$ cat src/dic_pkg.sv
// Package: register map, field positions and constants of the digital input/interrupt card
package dic_pkg;
  // Register offsets (byte addresses, one 32-bit word each)
  localparam logic [7:0] DIC_ADDR_EN_MASK = 8'h00;
  localparam logic [7:0] DIC_ADDR_SENSE = 8'h04;
  localparam logic [7:0] DIC_ADDR_IN_BYTE = 8'h08;
  localparam logic [7:0] DIC_ADDR_INT_BYTE = 8'h0C;
  localparam logic [7:0] DIC_ADDR_DATA = 8'h10;
  localparam logic [7:0] DIC_ADDR_CFG = 8'h14;
  localparam logic [7:0] DIC_ADDR_CMD = 8'h18;
  localparam logic [7:0] DIC_ADDR_STATUS = 8'h1C;
  localparam logic [7:0] DIC_ADDR_IRQ_ST = 8'h20;
  localparam logic [7:0] DIC_ADDR_IRQ_MASK = 8'h24;
  // CFG fields
  localparam int DIC_CFG_HS_EN = 0;
  localparam int DIC_CFG_FLAG_FALL = 1;
  // CMD fields (write-only, self clearing)
  localparam int DIC_CMD_CONT = 0;
  localparam int DIC_CMD_SINGLE = 1;
  localparam int DIC_CMD_STOP = 2;
  // STATUS fields
  localparam int DIC_ST_CARD_INT = 0;
  localparam int DIC_ST_GATE_READY = 1;
  localparam int DIC_ST_CONT = 2;
  localparam int DIC_ST_REFUSED = 3;
  // IRQ status / mask fields
  localparam int DIC_IRQ_READING = 0;
  localparam int DIC_IRQ_CHAN = 1;
  localparam int DIC_IRQ_REFUSED = 2;
  localparam int DIC_IRQ_W = 3;
  // Mainframe status byte: digital interrupt bit
  localparam int DIC_STB_DIGITAL = 1;
  // Slot ranges
  localparam logic [6:0] DIC_MAIN_SLOT_MAX = 7'h04;
  localparam logic [6:0] DIC_EXT_SLOT_MIN = 7'h0A;
  localparam logic [6:0] DIC_EXT_SLOT_MAX = 7'h59;
  // Reset values
  localparam logic [7:0] DIC_EN_MASK_RST = 8'h00;
  localparam logic [7:0] DIC_SENSE_RST = 8'h00;
  localparam logic [1:0] DIC_CFG_RST = 2'h0;
  localparam logic [DIC_IRQ_W-1:0] DIC_IRQ_MASK_RST = 3'h0;
  // Data widths
  localparam int DIC_DATA_W = 16;
  localparam int DIC_BYTE_W = 8;
  localparam int DIC_DISP_VAL_W = 18;
  localparam int DIC_DISP_SLOT_W = 12;
  // Continuous reads without handshake: spacing between readings
  localparam int DIC_CLK_NS = 10;
  localparam int DIC_CONT_GAP_NS = 1000;
  localparam int DIC_CONT_GAP_CYC = DIC_CONT_GAP_NS / DIC_CLK_NS;

  typedef enum {
    DIC_IDLE,
    DIC_WAIT_FLAG,
    DIC_GAP
  } dic_state_t;
endpackage : dic_pkg

$ cat src/dic_card.sv
// Digital input/interrupt card: edge latch, interrupt byte, 16-bit handshaked input, display
// Summary of operation
// - Writing the enable mask selects, bit n for channel n, which channels may interrupt.
// - Channels whose sense bit is set watch rising edges, the other channels of 0 to 7 watch falling edges.
// - The card interrupt exists only when the card sits in main slot 0 to 4.
// - Reading the interrupt byte returns the set bits of that byte, zero when nothing flagged.
// - A card interrupt sets bit 1 of the mainframe status byte.
// - Input reads return the input word, only the interrupt query returns the interrupt byte.
// - An input reading is a 16-bit value, channel n in bit n.
// - The continuous read keeps delivering readings, the single read delivers exactly one.
// - Input reads work in slots 0 to 4 and 10 to 89 and are refused elsewhere.
// - The display shows the slot as three digits and the data as six octal digits, indicator lit.
// - A detected edge of the chosen sense sets the channel's input-byte bit.
// - An interrupt-byte bit is set only while its input-byte bit and enable bit are both set.
// - With handshake on, a read command drives the gate output to ready.
// - A low-to-high flag, or high-to-low with the flag-fall bit set, captures the data and returns the gate to busy in single reads; continuous reads keep it ready.
`timescale 1ns/10ps
module dic_card
  import dic_pkg::*;
#(
  parameter int CONT_GAP_CYC = DIC_CONT_GAP_CYC
) (
  input wire logic clock,
  input wire logic reset_n,
  input wire logic [7:0] address,
  input wire logic [31:0] write_data,
  input wire logic write_strobe,
  input wire logic read_strobe,
  output logic [31:0] read_data,
  input wire logic [6:0] slot_id,
  input wire logic [DIC_DATA_W-1:0] chan_in,
  input wire logic flag_in,
  output logic gate_ready,
  output logic reading_valid,
  output logic [7:0] status_byte,
  output logic card_irq,
  output logic irq,
  output logic [DIC_DISP_SLOT_W-1:0] disp_slot,
  output logic [DIC_DISP_VAL_W-1:0] disp_value,
  output logic octal_indicator
);

  // The gap counter is 16 bits wide and a zero gap would wrap its reload value to 65535
  if (CONT_GAP_CYC < 1 || CONT_GAP_CYC > 65535) begin : g_bad_gap
    $error("dic_card: CONT_GAP_CYC out of range");
  end

  typedef struct packed {
    logic [DIC_BYTE_W-1:0] en_mask;
    logic [DIC_BYTE_W-1:0] sense;
    logic [DIC_BYTE_W-1:0] in_byte;
    logic [DIC_BYTE_W-1:0] int_byte;
    logic [DIC_DATA_W-1:0] chan_prev;
    logic flag_prev;
    logic [DIC_DATA_W-1:0] data;
    logic hs_en;
    logic flag_fall;
    logic cont;
    logic refused;
    logic [15:0] gap_cnt;
    logic gate_ready;
    logic reading_valid;
    logic card_int;
    logic [DIC_IRQ_W-1:0] irq_st;
    logic [DIC_IRQ_W-1:0] irq_mask;
    logic irq;
    logic [31:0] rdata;
    logic [DIC_DISP_SLOT_W-1:0] disp_slot;
    logic [DIC_DISP_VAL_W-1:0] disp_value;
    logic octal_ind;
  } dic_regs_t;

  dic_regs_t s_r;
  dic_regs_t s_nxt;
  dic_state_t state_r;
  dic_state_t state_nxt;

  // Per-channel edge detect for the eight interrupt-capable channels
  logic [DIC_BYTE_W-1:0] edge_hit;
  genvar gi;
  generate
    for (gi = 0; gi < DIC_BYTE_W; gi++) begin : g_edge
      assign edge_hit[gi] = s_r.sense[gi] ? (chan_in[gi] & ~s_r.chan_prev[gi]) :
                                            (~chan_in[gi] & s_r.chan_prev[gi]);
    end
  endgenerate

  logic main_slot;
  logic input_slot;
  logic flag_edge;
  logic wr_en;
  logic wr_cmd;
  logic cmd_go;
  logic capture;
  logic [DIC_BYTE_W-1:0] in_clr;
  logic [DIC_BYTE_W-1:0] in_new;
  logic [DIC_BYTE_W-1:0] int_new;
  logic [DIC_IRQ_W-1:0] ev;
  logic [DIC_IRQ_W-1:0] st_clr;
  logic [6:0] tens;
  logic [6:0] ones;

  always_comb begin
    main_slot = (slot_id <= DIC_MAIN_SLOT_MAX);
    input_slot = main_slot || ((slot_id >= DIC_EXT_SLOT_MIN) &&
                               (slot_id <= DIC_EXT_SLOT_MAX));
    flag_edge = s_r.flag_fall ? (s_r.flag_prev & ~flag_in) : (flag_in & ~s_r.flag_prev);
    wr_en = write_strobe;
    wr_cmd = wr_en && (address == DIC_ADDR_CMD);
    cmd_go = wr_cmd && (write_data[DIC_CMD_CONT] || write_data[DIC_CMD_SINGLE]);
    tens = slot_id / 7'd10;
    ones = slot_id - 7'((tens * 7'd10));
  end

  always_comb begin
    s_nxt = s_r;
    state_nxt = state_r;
    capture = 1'b0;
    ev = '0;
    s_nxt.chan_prev = chan_in;
    s_nxt.flag_prev = flag_in;
    s_nxt.reading_valid = 1'b0;

    // Register writes
    if (wr_en && address == DIC_ADDR_EN_MASK) begin
      s_nxt.en_mask = write_data[DIC_BYTE_W-1:0];
    end
    if (wr_en && address == DIC_ADDR_SENSE) begin
      s_nxt.sense = write_data[DIC_BYTE_W-1:0];
    end
    if (wr_en && address == DIC_ADDR_CFG) begin
      s_nxt.hs_en = write_data[DIC_CFG_HS_EN];
      s_nxt.flag_fall = write_data[DIC_CFG_FLAG_FALL];
    end
    if (wr_en && address == DIC_ADDR_IRQ_MASK) begin
      s_nxt.irq_mask = write_data[DIC_IRQ_W-1:0];
    end

    // Input byte: edges set, write-one clears; a new edge wins over the clear
    in_clr = (wr_en && address == DIC_ADDR_IN_BYTE) ? write_data[DIC_BYTE_W-1:0] : '0;
    in_new = (s_r.in_byte & ~in_clr) | edge_hit;
    s_nxt.in_byte = in_new;
    int_new = in_new & s_nxt.en_mask;
    s_nxt.int_byte = int_new;
    if (|int_new && !(|s_r.int_byte)) begin
      ev[DIC_IRQ_CHAN] = 1'b1;
    end
    // Only main slots have a wire to the mainframe interrupt line
    s_nxt.card_int = (|int_new) && main_slot;

    // Read sequencer
    case (state_r)
      DIC_IDLE: begin
        if (cmd_go) begin
          if (!input_slot) begin
            s_nxt.refused = 1'b1;
            ev[DIC_IRQ_REFUSED] = 1'b1;
          end else begin
            s_nxt.refused = 1'b0;
            s_nxt.cont = write_data[DIC_CMD_CONT];
            if (s_r.hs_en) begin
              s_nxt.gate_ready = 1'b1;
              state_nxt = DIC_WAIT_FLAG;
            end else begin
              capture = 1'b1;
            end
          end
        end
      end
      DIC_WAIT_FLAG: begin
        if (flag_edge) begin
          s_nxt.gate_ready = 1'b0;
          capture = 1'b1;
        end
      end
      DIC_GAP: begin
        if (s_r.gap_cnt == 16'h0000) begin
          capture = 1'b1;
        end else begin
          s_nxt.gap_cnt = s_r.gap_cnt - 16'h0001;
        end
      end
      default: begin
        state_nxt = DIC_IDLE;
      end
    endcase

    if (capture) begin
      s_nxt.data = chan_in;
      s_nxt.reading_valid = 1'b1;
      ev[DIC_IRQ_READING] = 1'b1;
      s_nxt.disp_value = DIC_DISP_VAL_W'(chan_in);
      // Continuous mode re-arms; single mode ends after one reading
      if (s_nxt.cont) begin
        if (s_r.hs_en) begin
          state_nxt = DIC_WAIT_FLAG;
        end else begin
          s_nxt.gap_cnt = 16'(CONT_GAP_CYC - 1);
          state_nxt = DIC_GAP;
        end
      end else begin
        state_nxt = DIC_IDLE;
      end
    end
    // Handshake: ready again for the next continuous word
    if (capture && s_nxt.cont && s_r.hs_en) begin
      s_nxt.gate_ready = 1'b1;
    end

    // Stop ends a continuous read at once
    if (wr_cmd && write_data[DIC_CMD_STOP]) begin
      s_nxt.cont = 1'b0;
      s_nxt.gate_ready = 1'b0;
      state_nxt = DIC_IDLE;
    end

    // Sticky events, write-one-to-clear; set wins
    st_clr = (wr_en && address == DIC_ADDR_IRQ_ST) ? write_data[DIC_IRQ_W-1:0] : '0;
    s_nxt.irq_st = (s_r.irq_st & ~st_clr) | ev;
    s_nxt.irq = |(s_nxt.irq_st & s_nxt.irq_mask);

    // Display: three-digit slot, six octal digits of the requested value
    s_nxt.disp_slot = {4'h0, tens[3:0], ones[3:0]};
    s_nxt.octal_ind = 1'b1;

    // Register reads, data valid in the next cycle only
    s_nxt.rdata = '0;
    if (read_strobe) begin
      case (address)
        DIC_ADDR_EN_MASK: s_nxt.rdata = 32'(s_r.en_mask);
        DIC_ADDR_SENSE: s_nxt.rdata = 32'(s_r.sense);
        DIC_ADDR_IN_BYTE: s_nxt.rdata = 32'(s_r.in_byte);
        DIC_ADDR_INT_BYTE: begin
          s_nxt.rdata = 32'(s_r.int_byte);
          s_nxt.disp_value = DIC_DISP_VAL_W'(s_r.int_byte);
        end
        DIC_ADDR_DATA: s_nxt.rdata = 32'(s_r.data);
        DIC_ADDR_CFG: s_nxt.rdata = 32'({s_r.flag_fall, s_r.hs_en});
        DIC_ADDR_STATUS: s_nxt.rdata = 32'({s_r.refused, s_r.cont, s_r.gate_ready,
                                             s_r.card_int});
        DIC_ADDR_IRQ_ST: s_nxt.rdata = 32'(s_r.irq_st);
        DIC_ADDR_IRQ_MASK: s_nxt.rdata = 32'(s_r.irq_mask);
        default: s_nxt.rdata = 32'h0000_0000;
      endcase
    end
  end

  always_ff @(posedge clock) begin
    if (!reset_n) begin
      s_r <= '0;
      s_r.en_mask <= DIC_EN_MASK_RST;
      s_r.sense <= DIC_SENSE_RST;
      s_r.hs_en <= DIC_CFG_RST[DIC_CFG_HS_EN];
      s_r.flag_fall <= DIC_CFG_RST[DIC_CFG_FLAG_FALL];
      s_r.irq_mask <= DIC_IRQ_MASK_RST;
      state_r <= DIC_IDLE;
    end else begin
      s_r <= s_nxt;
      state_r <= state_nxt;
    end
  end

  assign read_data = s_r.rdata;
  assign gate_ready = s_r.gate_ready;
  assign reading_valid = s_r.reading_valid;
  // Status byte toward the mainframe carries only the digital-interrupt bit from this card
  assign status_byte = {6'h00, s_r.card_int, 1'b0};
  assign card_irq = s_r.card_int;
  assign irq = s_r.irq;
  assign disp_slot = s_r.disp_slot;
  assign disp_value = s_r.disp_value;
  assign octal_indicator = s_r.octal_ind;

endmodule : dic_card

$ cat config.mk
export PLATFORM = sky130hd
export DESIGN_NAME = dic_card
export DESIGN_NICKNAME = d
export VERILOG_FILES = /design/src/dic_pkg.sv /design/src/dic_card.sv
export SDC_FILE = /design/constraint.sdc
export NUM_CORES = 1
export LEC_CHECK = 0
export ABC_AREA = 1
export ABC_CLOCK_PERIOD_IN_PS = 6700
export BUFFER_PORTS_ARGS = -buffer_cell sky130_fd_sc_hd__clkbuf_2
export CAP_MARGIN = 10
export CORE_MARGIN = 5
export CORE_UTILIZATION = 61
export CTS_BUF_LIST = sky130_fd_sc_hd__clkbuf_2 sky130_fd_sc_hd__clkbuf_4 sky130_fd_sc_hd__clkbuf_8
export CTS_CLUSTER_SIZE = 28
export DETAILED_ROUTE_END_ITERATION = 10
export GPL_ROUTABILITY_DRIVEN = 0
export PLACE_DENSITY = 0.88
export SETUP_SLACK_MARGIN = 0.3
export SLEW_MARGIN = 10
export SYNTH_ARGS = -nofsm -noshare
export SYNTH_HDL_FRONTEND = slang
export SYNTH_SLANG_ARGS = --single-unit
$ cat constraint.sdc
create_clock -name clock -period 6.7 [get_ports clock]
set_input_delay 1.005 -clock clock [delete_from_list [all_inputs] [get_ports clock]]
set_output_delay 1.005 -clock clock [all_outputs]
set_load 0.005 [all_outputs]
==> results summary, run 1 <==
The flow ran to the end, and the final reports show no timing, DRC or antenna violations. Among all flip-flop cells after synthesis, the most frequent one is sky130_fd_sc_hd__dfxtp_1. For the final routed database, the setup TNS stands at 0 ns. The internal power of the cells is ~1.2 mW. Combinational logic burns about 6.7% of the power.

The per-cell via count in the routed design is around 5.2. In this run the tightest slew margin relative to its limit is between 40% and 50%. The switching power summed over all nets is just under 400 µW. For the worst flop-to-flop path, the logic depth is 15. The fmax came out at between 300 and 400 MHz. The number of input and output port buffers inserted came out at slightly above 90.

The clock tree synthesis step divided the H-tree into 4 levels. The clock tree root buffer cell is sky130_fd_sc_hd__clkbuf_8. The clock transition at the registers of the reported paths is ~0.080 ns. The worst path arrival time came out at between 3 and 4 ns. The synthesized design contains 0 enable-type register cells. The core area is between 10000 and 15000 µm². The initial antenna violation count is 0. In this run the worst setup path begins at slot_id[6]. In this run the post-CTS setup repair buffer count came out at 0.

The power density relative to cell area is approximately 230 nW/µm². The via count of the first global-routing pass is 5171. The area of the die is 12800 µm². The largest net degree at the start of global routing came out at 55. The largest vdd supply drop came out at between 0.1 and 0.15 mV. The number of register bits inferred by synthesis is between 100 and 150. Leaving out fill and tap cells, the most frequent cell in the layout is sky130_fd_sc_hd__nand2_1. The half-perimeter wire length of the detailed placement result came out at between 10 and 15 mm.

Compared with the post-synthesis result, the final layout area differs by 8.04%. The most critical setup path has its endpoint at disp_slot[3]. The total routed wirelength came out at between 10 and 15 mm. The hold path startpoint is disp_value[16]. The total clock sinks is around 130. The row count is 37.

In the global route stage, overall resource usage came out at 22.9%. The share of total power dissipated in sequential elements is 50.2%. The routed wire length per instance came out at roughly 14 µm. Net switching is 24.3% of the power. The fraction of synthesis flops using an asynchronous set or reset pin is 0%. The first-pass GRT wire length is ~24 mm.

~140 I/O pins were placed. The post-route clock period utilization came out at 48.4%. The number of warnings reported in the yosys synthesis log is 0. Setup repair after global routing left no endpoint under its margin.

The gate count of the mapped netlist is around 900. The ratio of cells with drive above 1 in the final layout is roughly 17%. The number of buffers inserted by hold repair at cts is 0. The reg2reg setup slack is roughly 4.2 ns. The library cells used most frequently in the layout, excluding fill and tap cells, are sky130_fd_sc_hd__nand2_1, sky130_fd_sc_hd__dfxtp_1, sky130_fd_sc_hd__inv_1. The share of the Yosys chip area taken by registers is between 40 and 50%. The worst setup path is captured at a register. The routed via count is approximately 5700. The hold violation total from the final report is 0. The number of buffers added by the clock tree synthesis step is 17. The worst setup path is launched from an input port.

The antenna diode count came out at 0. TritonCTS built the clock tree. The time the worst path needs with I/O delays and setup came out at approximately 3.2 ns. The post-synthesis average cell area came out at just over 7 µm². The count of routing violations after the opening detailed-route iteration is about 610. The endpoint of the most critical register-to-register path is s_r[77]. The startpoint identified for the worst register-to-register timing path is s_r[73].

At the pin with the least slew margin, the transition time is between 0.8 and 0.9 ns. The critical-path maximum fanout is 5. The count of nets left with antenna violations once routing finished came out at 0.

The detailed-route DRC error count is 0. Before CTS, the worst setup slack after placement is about 3.0 ns. Setup violations remaining at the end of the flow were counted as 0. The count of maximum capacitance violations is 0.

The final worst slack is 3.46 ns. The pre-antenna-repair detailed-routing pass consisted of 7 iterations. Synthesis instantiated 46 different standard cells from the library. The kind of critical path is input port to register. The initial utilization of the core area, before any placement, comes to between 60% and 70%. The post-cts sizing count came out at 0. The class of the tightest hold or removal check is register to register.

The total grt overflow is 0. Summed over all cells, the static leakage comes to approximately 3.2 nW. The netlist area before placement is roughly 6500 µm². The clock network accounts for a little over two fifths of the total power. The setup clock skew after layout came out at approximately 0.013 ns.

The clock reaches the later pin of the worst-skew pair after between 0.4 and 0.5 ns. The final standard cell count with taps included and fillers excluded is between 1000 and 1500. The number of slew-limit violations in the final report is 0.

The number of buffers between clock root and the deepest sink is 2. The die is 113 µm wide. The overall die height is 113 µm. For the worst setup path, the data required time is around 7.0 ns. The number of nets in the finished design came out at 1015. The total instance count after detailed placement came out at 1056.
==> cell type report <==
type	instances	area, µm²
repair buffers	94	478
fillers	894	3330
well taps	136	170
flip-flops and latches	132	2640
clock inverters	10	123
inverters	103	389
clock buffers	22	297
multi-input cells	591	2890
==> synthesized netlist by cell type (2+ instances only) <==
cell	n	share of area (%)
sky130_fd_sc_hd__a21oi_1	52	4.0
sky130_fd_sc_hd__a221oi_1	10	1.4
sky130_fd_sc_hd__a31oi_1	17	1.6
sky130_fd_sc_hd__buf_1	2	0.12
sky130_fd_sc_hd__buf_2	5	0.39
sky130_fd_sc_hd__buf_4	72	8.4
sky130_fd_sc_hd__buf_6	3	0.52
sky130_fd_sc_hd__clkbuf_1	10	0.58
sky130_fd_sc_hd__dfxtp_1	132	41
sky130_fd_sc_hd__ha_1	7	1.4
sky130_fd_sc_hd__inv_1	100	5.8
sky130_fd_sc_hd__nand2_1	213	12
sky130_fd_sc_hd__nand2_2	7	0.68
sky130_fd_sc_hd__nand2_4	2	0.35
sky130_fd_sc_hd__nand3_1	41	3.2
sky130_fd_sc_hd__nand3_2	3	0.46
sky130_fd_sc_hd__nand3b_1	3	0.35
sky130_fd_sc_hd__nand4_1	6	0.58
sky130_fd_sc_hd__nand4_2	2	0.39
sky130_fd_sc_hd__nor2_1	95	5.5
sky130_fd_sc_hd__nor2_2	7	0.68
sky130_fd_sc_hd__nor2_4	2	0.35
sky130_fd_sc_hd__nor3_1	8	0.62
sky130_fd_sc_hd__nor4_1	3	0.29
sky130_fd_sc_hd__o2111ai_1	2	0.27
sky130_fd_sc_hd__o21a_1	2	0.23
sky130_fd_sc_hd__o21ai_0	49	3.8
sky130_fd_sc_hd__o21ai_1	5	0.39
sky130_fd_sc_hd__o21ai_2	3	0.41
sky130_fd_sc_hd__or2_0	2	0.19
sky130_fd_sc_hd__xnor2_1	3	0.41
sky130_fd_sc_hd__xor2_1	10	1.4
==> cell families (layout without fill, tap and decap cells) <==
| kind of cell | Yosys count | count (layout) | share of synthesized area [%] |
|---|---|---|---|
| compound gates | 144 | 144 | 12.6 |
| xor+xnor | 13 | 13 | 1.76 |
| fa+ha+maj | 8 | 8 | 1.66 |
| buf+inv | 195 | 229 | 16.0 |
| flops | 132 | 132 | 40.8 |
| other cells | 1 | 27 | 0.0579 |
| simple gates | 399 | 399 | 27.1 |
==> layer usage <==
layer / routed length, µm / global-route usage [%] / up-vias / share of wire (%)
li1: - / - / 2856 / -
met1: 6400 / 29.8 / 2560 / 43
met2: 7210 / 37.4 / 226 / 48
met3: 997 / 4.44 / 34 / 6.7
met4: 346 / 9.05 / 0 / 2.3
met5: 0 / 0 / - / 0
==> flip-flops by register name (all words and copies together), names as in the netlist <==
register	count
irq	1
gate_ready	1
disp_slot	8
octal_indicator	1
read_data	16
state_r	2
s_r	83
disp_value	18
card_irq	1
reading_valid	1
==> worst max-delay path, stage by stage <==
cell and delay, ns:
sky130_fd_sc_hd__clkbuf_2 0.12, sky130_fd_sc_hd__inv_1 0.10, sky130_fd_sc_hd__o21ai_2 0.17, sky130_fd_sc_hd__inv_1 0.07
sky130_fd_sc_hd__nand2_2 0.10, sky130_fd_sc_hd__nand2_1 0.11, sky130_fd_sc_hd__nand2_1 0.07, sky130_fd_sc_hd__nand3_1 0.09
sky130_fd_sc_hd__nand2_1 0.09, sky130_fd_sc_hd__nand2_1 0.07, sky130_fd_sc_hd__inv_1 0.11, sky130_fd_sc_hd__ha_1 0.24
sky130_fd_sc_hd__nand2_1 0.07, sky130_fd_sc_hd__nand3_1 0.09, sky130_fd_sc_hd__nand2_1 0.11, sky130_fd_sc_hd__ha_1 0.15
sky130_fd_sc_hd__inv_1 0.04, sky130_fd_sc_hd__fa_1 0.38, sky130_fd_sc_hd__xor2_1 0.20, sky130_fd_sc_hd__nand2_1 0.07
sky130_fd_sc_hd__nand2_1 0.05, sky130_fd_sc_hd__nor2_1 0.06
==> worst min-delay path by stage <==
stage	endpoint	slack, ns	depth (start not counted)
finish	disp_value[16]	0.44	2
floorplan	disp_value[16]	0.42	2
global placement	read_data[10]	0.43	2
global route	read_data[8]	0.46	2
detailed placement	disp_value[16]	0.43	2
CTS	read_data[12]	0.44	2
==> metrics by stage <==
stage          utilization, %  total power, mW  cell area [µm²]  hold WS [ns]
3_5_place_dp             63.7            0.924             6570         0.431
3_3_place_gp             63.7            0.922             6570         0.429
4_1_cts                  67.7             1.60             6990         0.442
2_1_floorplan               -            0.902             6570         0.418
5_1_grt                  67.7             1.66             6990         0.456
6_report                 67.7             1.60             6990         0.440
==> power by group through the flow <==
| stage | registers (mW) | logic, mW | clock network (mW) |
|---|---|---|---|
| floorplan | 0.818 | 0.0837 | 0 |
| global placement | 0.819 | 0.103 | 0 |
| detailed placement | 0.819 | 0.105 | 0 |
| CTS | 0.801 | 0.106 | 0.693 |
| global route | 0.802 | 0.121 | 0.734 |
| finish | 0.802 | 0.107 | 0.689 |
Power figures use the tool's default switching activity.
==> run 2: changes to the inputs <==
Settings changed: ABC_CLOCK_PERIOD_IN_PS 6700 to 3400, CORE_UTILIZATION 61 to 56, PLACE_DENSITY 0.88 to 0.82.
Clock period 6.7 ns to 3.4 ns, I/O delays scaled along.
==> run 2 against run 1 <==
Net effect: sequential cell count unchanged; register-to-register slack worse by 3.0 ns; via count decreased by 0.85%; combinational power up 96%; sequential power up 97%; total power is 97% higher; critical path depth unchanged; non-clock buffer count is 4 higher; clock-buffer cell count unchanged; setup slack got worse by 2.8 ns; sequential share of layout area down 0.18 points; largest power group unchanged; highest routed layer unchanged.
==> results summary, run 2 (same netlist as run 1, synthesis figures left out) <==
The flow ran to the end, and the final reports show no timing, DRC or antenna violations. Setup repair after global routing left no endpoint under its margin. The total power consumption of the routed design is 3.14 mW (+97%). In this run the clock root is driven by a sky130_fd_sc_hd__clkbuf_8. The number of input and output port buffers inserted is 91 (unchanged). The insertion delay to the later sink of the worst-skew pair came out at 0.43 ns (about the same).

The area occupied by multi-input gates was 2890 µm² (unchanged). The clock tree from TritonCTS is yes. The total track usage is 21.1% (-1.8 points). The library cell used most frequently in the layout, excluding fill and tap cells, is sky130_fd_sc_hd__nand2_1.

The core area came to 11400 µm² (+10%). The launching element type of the critical path is an input port. The routed wire length per instance is 13.3 µm (-3.3%). The initial antenna violation count is 0 (unchanged). The flip-flop count of the largest register after layout is 83 (unchanged). The first-pass GRT wire length came out at 24.3 mm (+1.7%). The via count of the first global-routing pass came out at 5134 (-0.72%). The detailed-routing iteration count for the pre-antenna-repair pass was 6 (-1).

The setup fix buffers added after clock tree synthesis was 0 (unchanged). The critical path is of the input port to register type. The count of maximum capacitance violations was 0 (unchanged). The half-perimeter wire length of the detailed placement result came out at 10.5 mm (-1.0%). Signal routing reaches up to met4.

Of the available clock period, the critical path in the final layout requires 80.6%. The count of routing violations after the opening detailed-route iteration is 458 (-25%). The number of top-level design ports is 143 (unchanged). The hold violation total from the final report was 0 (unchanged). The overall die height is 117 µm (+4.0%). The largest net degree at the start of global routing came out at 58 (+5.5%). The starting utilization of the core area came to 56.9% (-5.8 points). The total grt overflow is 0 (unchanged). The setup clock skew after layout is 0.00623 ns (-0.00702 ns). The number of buffers inserted by hold repair at cts came out at 0 (unchanged). The largest vdd supply drop came to 0.212 mV (+76%). The relative slew slack is 56.9% (+12 points).

The number of slew-limit violations in the final report came out at 0 (unchanged). The total negative slack for setup checks came out at 0 ns (unchanged). The detailed-route DRC error count came out at 0 (unchanged). The number of buffers added by the clock tree synthesis step is 17 (unchanged). The actual slew at the worst max-slew pin is 0.646 ns (-0.182 ns). The number of buffers between clock root and the deepest sink came out at 2 (unchanged). The antenna diode count is 0 (unchanged). The number of nets in the finished design is 1019 (+0.39%). The sequential cell area is 2640 µm² (unchanged). The area of the die came to 13800 µm² (+8.1%). The post-cts sizing count is 0 (unchanged). The total clock sinks came out at 132 (unchanged). The total routed wirelength came out at 14.6 mm (-2.3%). STA classifies the critical path endpoint as a register. The data required time of the critical path came out at 3.73 ns (-3.29 ns). The clock transition at the registers of the reported paths was 0.07 ns (about the same). The remaining antenna violation count after routing is 0 (unchanged). The routed via count came to 5628 (-0.85%). The power density relative to cell area is 447 nW/µm² (+96%). The wire length on met3 is 918 µm (-7.9%). The overall die width came out at 117 µm (+4.0%). The class of the tightest hold or removal check is input port to register.

In the layout the commonest cells are sky130_fd_sc_hd__nand2_1, sky130_fd_sc_hd__dfxtp_1, sky130_fd_sc_hd__inv_1. The detailed route wirelength on metal2 is 6.84 mm (-5.1%). The row count was 39 (+5.4%).

The leakage power of the design came to 3.27 nW (+0.73%). The number of H-tree levels came out at 4 (unchanged). The layout filler cell count came out at 1036 (+16%). The worst path arrival time came out at 3.07 ns (-0.50 ns). Ranked by flip-flop count, first place goes to s_r. The ratio of cells with drive above 1 in the final layout came out at 17.2% (+0.35 points).

The critical-path maximum fanout came out at 5 (unchanged). The wire length the detailed router placed on met1 is 6.48 mm (+1.3%). For the finished layout, the period the worst path requires is around 2.7 ns. The number of endpoints failing setup at the final stage came out at 0 (unchanged).

The fmax is 365 MHz. Compared with the post-synthesis result, the final layout area differs by 8.57%. The per-cell via count in the routed design is 5.12 (-1.8%).
run 2: cell count changes in the layout (fill, tap and decap cells not counted), sizes merged:
cell / change
bufinv: +1
inv: -2
clkinv: +2
clkinvlp: -1
buf: +4
run 2: power by group:
group | switching [mW] | total [mW] | leakage (nW) | internal [mW]
Combinational | 0.140 | 0.210 | 1.99 | 0.0704
Sequential | 0.00961 | 1.58 | 1.07 | 1.57
Clock | 0.568 | 1.35 | 0.213 | 0.782
run 2: metal layers:
layer / GRT usage, % / up-vias
met2: 33.3 / 194
met1: 27.6 / 2531
met3: 4.95 / 29
li1: - / 2874
met5: 0 / -
met4: 8.89 / 0
run 2: path summary, 6_finish.rpt:
| kind | start | endpoint | slack (ns) | cells past startpoint |
|---|---|---|---|---|
| min reg2reg | disp_value[17] | disp_value[17] | 0.44 | 2 |
| min | slot_id[0] | disp_slot[0] | 0.27 | 3 |
| max reg2reg | s_r[73] | s_r[79] | 1.24 | 15 |
| max | slot_id[6] | disp_slot[3] | 0.66 | 22 |
run 2: through the flow:
stage / util (%) / hold slack [ns] / cells / instance area [µm²] / setup WS [ns]
2_1_floorplan: - / 0.418 / 918 / 6570 / 0.604
5_1_grt: 61.8 / 0.260 / 1099 / 7030 / 0.337
6_report: 61.8 / 0.274 / 1099 / 7030 / 0.659
3_5_place_dp: 58.1 / 0.431 / 1067 / 6610 / 0.219
3_3_place_gp: 58.1 / 0.427 / 1067 / 6610 / 0.297
4_1_cts: 61.8 / 0.259 / 1099 / 7030 / 0.660
run 2: cell type report:
type,count,area share [%]
Multi-Input combinational cell,591,41.2
Inverter,103,5.54
Sequential cell,132,37.6
Timing Repair Buffer,98,7.23
Clock buffer,22,4.04
Clock inverter,10,1.85
Tap cell,143,2.55
run 2: critical path, stage by stage:
cell,delay (ns)
sky130_fd_sc_hd__clkbuf_2,0.12
sky130_fd_sc_hd__inv_1,0.10
sky130_fd_sc_hd__o21ai_2,0.16
sky130_fd_sc_hd__inv_1,0.07
sky130_fd_sc_hd__nand2_2,0.10
sky130_fd_sc_hd__nand2_1,0.12
sky130_fd_sc_hd__nand2_1,0.08
sky130_fd_sc_hd__nand3_1,0.10
sky130_fd_sc_hd__nand2_1,0.09
sky130_fd_sc_hd__nand2_1,0.06
sky130_fd_sc_hd__inv_1,0.11
sky130_fd_sc_hd__ha_1,0.24
sky130_fd_sc_hd__nand2_1,0.06
sky130_fd_sc_hd__nand3_1,0.09
sky130_fd_sc_hd__nand2_1,0.11
sky130_fd_sc_hd__ha_1,0.15
sky130_fd_sc_hd__inv_1,0.05
sky130_fd_sc_hd__fa_1,0.37
sky130_fd_sc_hd__xor2_1,0.20
sky130_fd_sc_hd__nand2_1,0.07
sky130_fd_sc_hd__nand2_1,0.05
sky130_fd_sc_hd__nor2_1,0.05
